`config.mk`:
```
export PLATFORM = sky130hd
export DESIGN_NAME = asu_uart_core
export DESIGN_NICKNAME = d
export VERILOG_FILES = /design/src/asu_pkg.sv /design/src/asu_uart_core.sv
export VERILOG_INCLUDE_DIRS = /design/src
export SDC_FILE = /design/constraint.sdc
export NUM_CORES = 1
export LEC_CHECK = 0
export BUFFER_PORTS_ARGS = -buffer_cell sky130_fd_sc_hd__buf_2
export CAP_MARGIN = 20
export CORE_MARGIN = 1
export CORE_UTILIZATION = 40
export DETAILED_ROUTE_END_ITERATION = 10
export PLACE_DENSITY_LB_ADDON = 0.1
export SLEW_MARGIN = 15
export SYNTH_ARGS = -nofsm -noshare
export SYNTH_HDL_FRONTEND = slang
export SYNTH_SLANG_ARGS = --single-unit
```
`constraint.sdc`:
```
create_clock -name pclk -period 3.9 [get_ports pclk]
set_input_delay 0.195 -clock pclk [delete_from_list [all_inputs] [get_ports pclk]]
set_output_delay 0.195 -clock pclk [all_outputs]
set_load 0.01 [all_outputs]
```
`src/asu_map.svh`:
```
// Register offsets, field positions and reset values of the UART core.
// Assumes byte addressing on a 32-bit APB bus, one word per register.
`ifndef ASU_MAP_SVH
`define ASU_MAP_SVH

// Register byte addresses
`define ASU_ADDR_DATA 8'h00
`define ASU_ADDR_STAT 8'h04
`define ASU_ADDR_CTL0 8'h08
`define ASU_ADDR_CTL1 8'h0c
`define ASU_ADDR_DIV 8'h10

// Control 0 fields
`define ASU_C0_TXEN 0
`define ASU_C0_RXEN 1
`define ASU_C0_GATE 2
`define ASU_C0_PAR 3
`define ASU_C0_ODD 4
`define ASU_C0_BRK 5
`define ASU_C0_STOP2 6
`define ASU_C0_LOOP 7

// Control 1 fields
`define ASU_C1_RDI_DIS 0
`define ASU_C1_MP_ON 1
`define ASU_C1_MP_ALLADR 2
`define ASU_C1_MP_TXBIT 3
`define ASU_C1_ADR_LSB 8

// Status fields
`define ASU_S_AVAIL 0
`define ASU_S_THRE 1
`define ASU_S_OVR 2
`define ASU_S_BRK 3
`define ASU_S_FE 4
`define ASU_S_PE 5
`define ASU_S_TXIDLE 6
`define ASU_S_CTS 7
`define ASU_S_ADR 8
`define ASU_S_TXGO 9

// Reset values and minimum divisor
`define ASU_CTL0_RST 8'h00
`define ASU_CTL1_RST 16'h0000
`define ASU_DIV_RST 16'h043d
`define ASU_DIV_MIN 16'h0002

// Frame layout
`define ASU_TXF_W 12
`define ASU_RXF_W 11
`define ASU_BITS_8 4'h8
`define ASU_BITS_9 4'h9

`endif

```
`src/asu_pkg.sv`:
```
// Types shared by the UART core.
// Assumes asu_map.svh supplies the numeric constants.
package asu_pkg;

   typedef enum logic [0:0] {
      TX_IDLE,
      TX_SHIFT
   } asu_tx_state_t;

   typedef enum logic [1:0] {
      RX_IDLE,
      RX_START,
      RX_BITS,
      RX_WAIT_HIGH
   } asu_rx_state_t;

endpackage

```
`src/asu_uart_core.sv`:
```
// Asynchronous serial transmitter and receiver with an APB register file.
// Assumes one clock pclk, async low reset, rxd and cts_n from pins.
//
// Behaviour
// - Eight data bits, least significant first
// - Low start bit, stop bits high
// - Holding-empty set at load, giving reload time
// - Writing transmit data clears holding-empty
// - Receive interrupt: data, break, overrun, framing
// - Data interrupt separately disabled, after load
// - Multiprocessor mode gates data interrupts
// - Overrun keeps the held valid byte
// - Overrun and break hidden until read
// - After read show overrun, keep available
// - Break flag shows break caused overrun
// - Second data read clears error flags
// - Data register changes only on character
// - Gate on: start transmit only while cts low
// - Gate off: cts ignored
// - Receive enable turns receiver on/off
// - Parity enable adds/expects parity bit
// - Parity select: 0 even, 1 odd
// - Send break forces line low, aborts
// - Stop select: one or two stops
// - Loopback routes transmitter into receiver
`timescale 1ns/100ps
`include "asu_map.svh"

module asu_uart_core (
   // APB slave
   input wire logic pclk,
   input wire logic presetn,
   input wire logic psel,
   input wire logic penable,
   input wire logic pwrite,
   input wire logic [7:0] paddr,
   input wire logic [31:0] pwdata,
   output logic [31:0] prdata,
   output logic pready,
   output logic pslverr,
   // Serial line
   input wire logic rxd,
   input wire logic cts_n,
   output logic txd,
   // Receive interrupt request
   output logic rx_irq
);
   import asu_pkg::*;

   function automatic logic par_bit(input logic [7:0] d,
                                    input logic odd);
      par_bit = (^d) ^ odd;
   endfunction

   function automatic logic [15:0] bit_cyc(input logic [15:0] d);
      bit_cyc = (d < `ASU_DIV_MIN) ? `ASU_DIV_MIN : d;
   endfunction

   function automatic logic mapped(input logic [7:0] a);
      mapped = (a == `ASU_ADDR_DATA) || (a == `ASU_ADDR_STAT) ||
               (a == `ASU_ADDR_CTL0) || (a == `ASU_ADDR_CTL1) ||
               (a == `ASU_ADDR_DIV);
   endfunction

   logic rxd_s1_ff, rxd_s2_ff, cts_s1_ff, cts_s2_ff;
   logic [31:0] prdata_ff;
   logic pready_ff, pslverr_ff;
   logic [7:0] ctl0_ff;
   logic [15:0] ctl1_ff, div_ff;
   logic [7:0] tx_hold_ff;
   logic tx_holding_empty_flag;
   asu_tx_state_t tx_state_ff;
   logic [`ASU_TXF_W-1:0] tx_sh_ff;
   logic [3:0] tx_left_ff;
   logic [15:0] tx_cnt_ff;
   logic tx_line_ff, txd_ff;
   asu_rx_state_t rx_state_ff;
   logic [`ASU_RXF_W-1:0] rx_sh_ff;
   logic [3:0] rx_left_ff;
   logic [15:0] rx_cnt_ff;
   logic rx_done_ff;
   logic [7:0] rx_data_ff;
   logic rx_byte_available_flag, line_break_seen_flag;
   logic ovr_shown_ff, ovr_pend_ff, brk_pend_ff;
   logic fe_ff, pe_ff, adr_ff, mp_sel_ff, rx_irq_ff;
   logic [31:0] rd_mux;

   // Pin synchronisers
   always_ff @(posedge pclk or negedge presetn) begin
      if (!presetn) begin
         rxd_s1_ff <= 1'b1;
         rxd_s2_ff <= 1'b1;
         cts_s1_ff <= 1'b1;
         cts_s2_ff <= 1'b1;
      end else begin
         rxd_s1_ff <= rxd;
         rxd_s2_ff <= rxd_s1_ff;
         cts_s1_ff <= cts_n;
         cts_s2_ff <= cts_s1_ff;
      end
   end

   wire logic acc = psel & penable & pready_ff;
   wire logic wr = acc & pwrite;
   wire logic rd_rx = acc & ~pwrite & (paddr == `ASU_ADDR_DATA);
   wire logic wr_tx = wr & (paddr == `ASU_ADDR_DATA);

   wire logic tx_en = ctl0_ff[`ASU_C0_TXEN];
   wire logic gate = ctl0_ff[`ASU_C0_GATE];
   wire logic brk_on = ctl0_ff[`ASU_C0_BRK];
   wire logic loop = ctl0_ff[`ASU_C0_LOOP];
   wire logic odd = ctl0_ff[`ASU_C0_ODD];
   wire logic mp_on = ctl1_ff[`ASU_C1_MP_ON];
   wire logic [7:0] mp_adr = ctl1_ff[`ASU_C1_ADR_LSB +: 8];
   // Ninth bit carries parity or the address flag
   wire logic nine = ctl0_ff[`ASU_C0_PAR] | mp_on;
   wire logic [15:0] bit_len = bit_cyc(div_ff) - 16'h0001;
   wire logic tx_go = tx_en & (~gate | ~cts_s2_ff);
   wire logic tx_load = (tx_state_ff == TX_IDLE) & ~brk_on &
                        ~tx_holding_empty_flag & tx_go;
   wire logic tx_ninth = mp_on ? ctl1_ff[`ASU_C1_MP_TXBIT] :
                         par_bit(tx_hold_ff, odd);

   // APB read mux
   always_comb begin
      rd_mux = 32'h0000_0000;
      case (paddr)
         `ASU_ADDR_DATA: rd_mux[7:0] = rx_data_ff;
         `ASU_ADDR_STAT: begin
            rd_mux[`ASU_S_AVAIL] = rx_byte_available_flag;
            rd_mux[`ASU_S_THRE] = tx_holding_empty_flag;
            rd_mux[`ASU_S_OVR] = ovr_shown_ff;
            rd_mux[`ASU_S_BRK] = line_break_seen_flag;
            rd_mux[`ASU_S_FE] = fe_ff;
            rd_mux[`ASU_S_PE] = pe_ff;
            rd_mux[`ASU_S_TXIDLE] = tx_holding_empty_flag &
                                   (tx_state_ff == TX_IDLE);
            rd_mux[`ASU_S_CTS] = cts_s2_ff;
            rd_mux[`ASU_S_ADR] = adr_ff;
            rd_mux[`ASU_S_TXGO] = tx_go;
         end
         `ASU_ADDR_CTL0: rd_mux[7:0] = ctl0_ff;
         `ASU_ADDR_CTL1: rd_mux[15:0] = ctl1_ff;
         `ASU_ADDR_DIV: rd_mux[15:0] = div_ff;
         default: rd_mux = 32'h0000_0000;
      endcase
   end

   // APB handshake: no wait state, data caught in setup
   always_ff @(posedge pclk or negedge presetn) begin
      if (!presetn) begin
         pready_ff <= 1'b0;
         pslverr_ff <= 1'b0;
         prdata_ff <= 32'h0000_0000;
      end else begin
         pready_ff <= psel & ~penable;
         pslverr_ff <= psel & ~penable & ~mapped(paddr);
         if (psel & ~penable & ~pwrite) begin
            prdata_ff <= rd_mux;
         end
      end
   end

   // Control registers
   always_ff @(posedge pclk or negedge presetn) begin
      if (!presetn) begin
         ctl0_ff <= `ASU_CTL0_RST;
         ctl1_ff <= `ASU_CTL1_RST;
         div_ff <= `ASU_DIV_RST;
      end else if (wr) begin
         case (paddr)
            `ASU_ADDR_CTL0: ctl0_ff <= pwdata[7:0];
            `ASU_ADDR_CTL1: ctl1_ff <= pwdata[15:0];
            `ASU_ADDR_DIV: div_ff <= pwdata[15:0];
            default: ;
         endcase
      end
   end

   // Transmit holding register and its empty flag
   always_ff @(posedge pclk or negedge presetn) begin
      if (!presetn) begin
         tx_hold_ff <= 8'h00;
         tx_holding_empty_flag <= 1'b1;
      end else if (wr_tx) begin
         tx_hold_ff <= pwdata[7:0];
         tx_holding_empty_flag <= 1'b0;
      end else if (tx_load) begin
         tx_holding_empty_flag <= 1'b1;
      end
   end

   // Transmit shifter
   always_ff @(posedge pclk or negedge presetn) begin
      if (!presetn) begin
         tx_state_ff <= TX_IDLE;
         tx_sh_ff <= '1;
         tx_left_ff <= 4'h0;
         tx_cnt_ff <= 16'h0000;
         tx_line_ff <= 1'b1;
      end else begin
         case (tx_state_ff)
            TX_IDLE: begin
               tx_line_ff <= ~brk_on;
               if (tx_load) begin
                  tx_state_ff <= TX_SHIFT;
                  tx_line_ff <= 1'b0;
                  // Start already on line; rest shifts LSB first
                  if (nine) begin
                     tx_sh_ff <= {3'b111, tx_ninth, tx_hold_ff};
                  end else begin
                     tx_sh_ff <= {4'b1111, tx_hold_ff};
                  end
                  tx_left_ff <= (nine ? `ASU_BITS_9 : `ASU_BITS_8) +
                     (ctl0_ff[`ASU_C0_STOP2] ? 4'h2 : 4'h1);
                  tx_cnt_ff <= bit_len;
               end
            end
            TX_SHIFT: begin
               if (brk_on) begin
                  tx_state_ff <= TX_IDLE;
                  tx_line_ff <= 1'b0;
               end else if (tx_cnt_ff == 16'h0000) begin
                  tx_cnt_ff <= bit_len;
                  if (tx_left_ff == 4'h0) begin
                     tx_state_ff <= TX_IDLE;
                     tx_line_ff <= 1'b1;
                  end else begin
                     tx_line_ff <= tx_sh_ff[0];
                     tx_sh_ff <= {1'b1, tx_sh_ff[`ASU_TXF_W-1:1]};
                     tx_left_ff <= tx_left_ff - 4'h1;
                  end
               end else begin
                  tx_cnt_ff <= tx_cnt_ff - 16'h0001;
               end
            end
            default: tx_state_ff <= TX_IDLE;
         endcase
      end
   end

   // Pin idles high while looped back
   always_ff @(posedge pclk or negedge presetn) begin
      if (!presetn) begin
         txd_ff <= 1'b1;
      end else begin
         txd_ff <= loop ? 1'b1 : tx_line_ff;
      end
   end

   wire logic rx_in = loop ? tx_line_ff : rxd_s2_ff;
   wire logic rx_en = ctl0_ff[`ASU_C0_RXEN];

   // Receive sampler
   always_ff @(posedge pclk or negedge presetn) begin
      if (!presetn) begin
         rx_state_ff <= RX_IDLE;
         rx_sh_ff <= '0;
         rx_left_ff <= 4'h0;
         rx_cnt_ff <= 16'h0000;
         rx_done_ff <= 1'b0;
      end else begin
         rx_done_ff <= 1'b0;
         if (!rx_en) begin
            rx_state_ff <= RX_IDLE;
         end else begin
            case (rx_state_ff)
               RX_IDLE: begin
                  if (!rx_in) begin
                     rx_state_ff <= RX_START;
                     rx_cnt_ff <= bit_cyc(div_ff) >> 1;
                  end
               end
               RX_START: begin
                  if (rx_cnt_ff != 16'h0000) begin
                     rx_cnt_ff <= rx_cnt_ff - 16'h0001;
                  end else if (rx_in) begin
                     rx_state_ff <= RX_IDLE;
                  end else begin
                     rx_state_ff <= RX_BITS;
                     rx_cnt_ff <= bit_len;
                     rx_sh_ff <= '0;
                     rx_left_ff <= nine ? `ASU_BITS_9 : `ASU_BITS_8;
                  end
               end
               RX_BITS: begin
                  if (rx_cnt_ff != 16'h0000) begin
                     rx_cnt_ff <= rx_cnt_ff - 16'h0001;
                  end else begin
                     rx_cnt_ff <= bit_len;
                     rx_sh_ff <= {rx_in, rx_sh_ff[`ASU_RXF_W-1:1]};
                     rx_left_ff <= rx_left_ff - 4'h1;
                     if (rx_left_ff == 4'h0) begin
                        rx_done_ff <= 1'b1;
                        rx_state_ff <= rx_in ? RX_IDLE : RX_WAIT_HIGH;
                     end
                  end
               end
               RX_WAIT_HIGH: begin
                  if (rx_in) begin
                     rx_state_ff <= RX_IDLE;
                  end
               end
               default: rx_state_ff <= RX_IDLE;
            endcase
         end
      end
   end

   // Decode of the finished character
   wire logic [7:0] rx_byte = nine ? rx_sh_ff[8:1] : rx_sh_ff[9:2];
   wire logic rx_ninth = rx_sh_ff[9];
   wire logic rx_fe = ~rx_sh_ff[10];
   wire logic rx_brk = ~|rx_sh_ff;
   wire logic rx_pe = ctl0_ff[`ASU_C0_PAR] & ~mp_on &
                      (rx_ninth != par_bit(rx_byte, odd));
   wire logic rx_adr = mp_on & rx_ninth;
   // Data register free if empty, or read without pending overrun
   wire logic rx_free = ~rx_byte_available_flag |
                        (rd_rx & ~ovr_pend_ff);

   // Receive data and status
   always_ff @(posedge pclk or negedge presetn) begin
      if (!presetn) begin
         rx_data_ff <= 8'h00;
         rx_byte_available_flag <= 1'b0;
         line_break_seen_flag <= 1'b0;
         ovr_shown_ff <= 1'b0;
         ovr_pend_ff <= 1'b0;
         brk_pend_ff <= 1'b0;
         fe_ff <= 1'b0;
         pe_ff <= 1'b0;
         adr_ff <= 1'b0;
         mp_sel_ff <= 1'b0;
      end else begin
         if (rd_rx) begin
            if (ovr_pend_ff) begin
               ovr_pend_ff <= 1'b0;
               ovr_shown_ff <= 1'b1;
               line_break_seen_flag <= brk_pend_ff;
               brk_pend_ff <= 1'b0;
            end else begin
               rx_byte_available_flag <= 1'b0;
               ovr_shown_ff <= 1'b0;
               line_break_seen_flag <= 1'b0;
               fe_ff <= 1'b0;
               pe_ff <= 1'b0;
            end
         end
         if (rx_done_ff) begin
            if (rx_free) begin
               rx_data_ff <= rx_byte;
               rx_byte_available_flag <= 1'b1;
               line_break_seen_flag <= rx_brk;
               fe_ff <= rx_fe;
               pe_ff <= rx_pe;
               adr_ff <= rx_ninth & mp_on;
               if (rx_adr) begin
                  mp_sel_ff <= (rx_byte == mp_adr);
               end
            end else begin
               ovr_pend_ff <= 1'b1;
               // A read that just showed the old break starts afresh
               brk_pend_ff <= rx_brk | (brk_pend_ff &
                              ~(rd_rx & ovr_pend_ff));
            end
         end
      end
   end

   // Data interrupt qualified by multiprocessor state
   wire logic mp_ok = ~mp_on | mp_sel_ff |
                      (adr_ff & ctl1_ff[`ASU_C1_MP_ALLADR]);
   wire logic data_req = rx_byte_available_flag & mp_ok &
                         ~ctl1_ff[`ASU_C1_RDI_DIS];

   always_ff @(posedge pclk or negedge presetn) begin
      if (!presetn) begin
         rx_irq_ff <= 1'b0;
      end else begin
         rx_irq_ff <= data_req | ovr_shown_ff | line_break_seen_flag |
                      fe_ff;
      end
   end

   assign prdata = prdata_ff;
   assign pready = pready_ff;
   assign pslverr = pslverr_ff;
   assign txd = txd_ff;
   assign rx_irq = rx_irq_ff;

endmodule // asu_uart_core

```
==> results.md <==
* Worst-path cell chain: nor4_2 > buf_4 > and4b_1 > nand2_1 > o21ai_1 > ha_1 > nor4b_2 > buf_4 > nand4b_1 > xnor2_1 > nand2_1 > a31oi_1 > mux2_1
* Clock network fraction of total power at 41.4%
* Main flop type after synthesis: dfrtp_1
* Worst Path Class, Setup: reg2reg
* CTS tree: yes
* Gpl congestion at 0.812
* Crit path largest cell delay at 0.46 ns
* Sw Ratio at 30.0%
* Final #Nets at 994
* Largest net degree at the start of global routing at 89
* Most common cell after layout, fill and taps aside: dfrtp_1
* Post-route cell area at 0.00975 mm²
* Final hold vios at 0
* Layout cells sized above 1 at 20.1%
* Final setup fails at 0
* First-pass GRT wire length at 36.9 mm
* Part of the power in registers at 43.0%
* RSZ-0062 raised after global routing: no
* GRT overflow at 0
* Maximum vdd drop at 0.000306 V
* Clock buffer depth at 2
* Syn Area/Cell at 9.67 µm²
* Rel. slew slack at 34.1%
* Crit path DAT at 3.59 ns
* Period minus WS final at 3.28 ns
* Power Dens Cells at 419 mW/mm²
* Root Buffer: clkbuf_16
* Port Buffers at 50
* Outcome: completed
* Avg Vias per Cell at 5.46
* Initial Utilization at 41.0%
* Net Switching at 0.00122 W
* Crit path buffers/inverters at 2
* H-tree Lvls at 4
* Required time worst endpoint at 4.21 ns
* # IOs at 83
* Die Wd at 149 µm
* Routed Antenna Nets at 0
* Cell Area, Placed at 0.00909 mm²
* Min-delay worst type: in2reg
* GRT Util Overall at 21.8%
* CP startpoint kind: flip-flop
* Worst-Margin Slew at 0.989 ns
* Vias in the first global route at 6428
* Initial DRC count at 393
* Core area at 0.0212 mm²
* Most frequent cells in the layout: 133 x dfrtp_1, 110 x nand2_1, 72 x o21ai_0
* Area Overhead vs Synth at 12.4%
* Final period utilization at 84.1%
* Die Y at 149 µm
* Post-Route WL at 22.6 mm
* DRC at 0
* Antenna cells at 0
* Drt pass-1 iters at 5
* Final max-slew violation count at 0
* FFs w/ async S/R, synth at 100%
* EDFF count, synth at 0
* Worst setup EP type: flip-flop
* Antenna violations before repair at 0
* TNS Setup at 0 ns
* FILL cells at 2014
* #FFs+latches synth at 155
* Synthesized area at 0.00867 mm²
* Top delay family on crit path: simple AND/OR/NAND/NOR gates
* Reg clk slew, reported paths at 0.06 ns
* YS warnings at 0
* CP max stage cell: dfrtp_1
* Logic pwr share at 15.7%
* Post-synth cell types at 73
* Die area at 0.0223 mm²
* Wirelength per Cell at 18.5 µm
* Clock insertion delay at the later pin of the skew report at 0.43 ns
* Dpl hpwl at 16.3 mm
* Max cap viols at 0
* Post-synthesis cell count at 897
* CP max FO at 7
* Inserted Clock Buffers at 17
* Internal power at 0.00286 W
* Post_cts resized at 0
* Post-synthesis sequential area ratio at 45.0%
* Total number of vias at 6667
* Num Clock Sinks at 155
* Row Count at 53
* Buffer count from post-CTS setup fixing at 0
* Static Leakage at 4.34 nW
* Clock skew at 0.0116 ns
* Achievable Freq at 305 MHz
==> repair_timing <==
action                                  4_1_cts  5_1_grt
endpoints found under the hold margin        81        0
hold buffers                                  6        0
endpoints found under the setup margin        0        0
==> cell usage after synthesis (all sizes together) (8+ instances only) <==
cell,instances,area share [%]
dfrtp,133,38
o211ai,9,0.78
clkbuf,35,1.5
nor4,18,1.5
a31oi,10,0.72
buf,34,2.6
nand3,15,0.87
ha,14,2.0
a21oi,38,2.2
inv,25,1.1
nor2b,16,1.2
xor2,20,2.0
or2,12,0.87
nor3,25,1.6
nand2,111,4.8
xnor2,22,2.2
mux2i,32,3.7
or4,11,1.0
a22oi,8,0.69
nor2,54,2.3
mux2,48,6.2
o21ai,83,4.8
dfstp,22,6.7
==> cells by family after synthesis <==
group / Yosys count / synth area share (%)
mux: 86 / 11.5
other cells: 1 / 0.0432
buf+inv: 94 / 5.16
flops: 155 / 45.0
simple gates: 307 / 18.0
fa+ha+maj: 15 / 2.14
xor+xnor: 42 / 4.24
compound gates: 197 / 13.9
==> stage by stage <==
| stage | instances | power [W] | hold slack, ns | utilization (%) | setup WS, ns |
|---|---|---|---|---|---|
| final | 1221 | 0.00409 | 0.0144 | 46.1 | 0.622 |
| after global routing | 1221 | 0.00429 | 0.0108 | 46.1 | 0.395 |
| after CTS | 1221 | 0.00413 | 0.00132 | 46.1 | 0.614 |
| after detailed placement | 1183 | 0.00243 | 0.307 | 43.0 | 0.642 |
| after global placement | 1183 | 0.00243 | 0.303 | 43.0 | 0.735 |
| after floorplan | 912 | 0.00223 | -0.101 | - | 0.802 |
==> final timing paths <==
kind                             from             to  slack (ns)  depth (start not counted)
max                         div_ff[8]  rx_cnt_ff[12]        0.62                         13
min                        pwdata[13]    ctl1_ff[13]        0.01                          2
max reg2reg                 div_ff[8]  rx_cnt_ff[12]        0.62                         13
min reg2reg                 rxd_s1_ff      rxd_s2_ff        0.36                          0
max in group asynchronous     presetn      div_ff[0]        2.59                          3
min in group asynchronous     presetn    rx_sh_ff[5]        0.40                          2
==> area by class of cell <==
type / instances / area (µm²) / area share [%]
tap: 275 / 344 / 3.53
multi-input combinational: 663 / 4380 / 44.9
clock buffer: 20 / 489 / 5.02
timing repair buffer: 71 / 429 / 4.40
inverter: 25 / 93.8 / 0.963
sequential: 155 / 3910 / 40.1
clock inverter: 12 / 106 / 1.09
==> registers in the layout (all words and copies together), names as in the netlist, 2 cells and up <==
register and cells:
div_ff 16, rx_cnt_ff 16, ctl1_ff 16, tx_left_ff 4
prdata 16, rx_state_ff 2, rx_left_ff 4, tx_sh_ff 9
tx_cnt_ff 16, tx_hold_ff 8, ctl0_ff 8, rx_sh_ff 11
rx_data_ff 8
==> power by group through the flow <==
stage	Clock (W)	Sequential [W]	Combinational (W)
floorplan	0	0.00176	0.000475
CTS	0.00172	0.00176	0.000649
global route	0.00179	0.00177	0.000729
detailed placement	0	0.00178	0.000643
global placement	0	0.00179	0.000640
finish	0.00169	0.00176	0.000640
==> worst reg2reg max path, cell delays in order, from the launching register on <==
cell and delay (ns):
dfrtp_1 0.46, nor4_2 0.31, buf_4 0.20, and4b_1 0.32, nand2_1 0.08, o21ai_1 0.29, ha_1 0.27, nor4b_2 0.21
buf_4 0.19, nand4b_1 0.12, xnor2_1 0.20, nand2_1 0.11, a31oi_1 0.08, mux2_1 0.33
==> per-layer routing <==
layer  up-vias  wire (µm)  track usage, %
met5         -          0               0
met1      3259      11300            32.1
met4         0        336            6.99
met3        22        769            2.87
met2       137      10200            32.9
li1       3249          -               -
(Power assumes the default switching activity.)
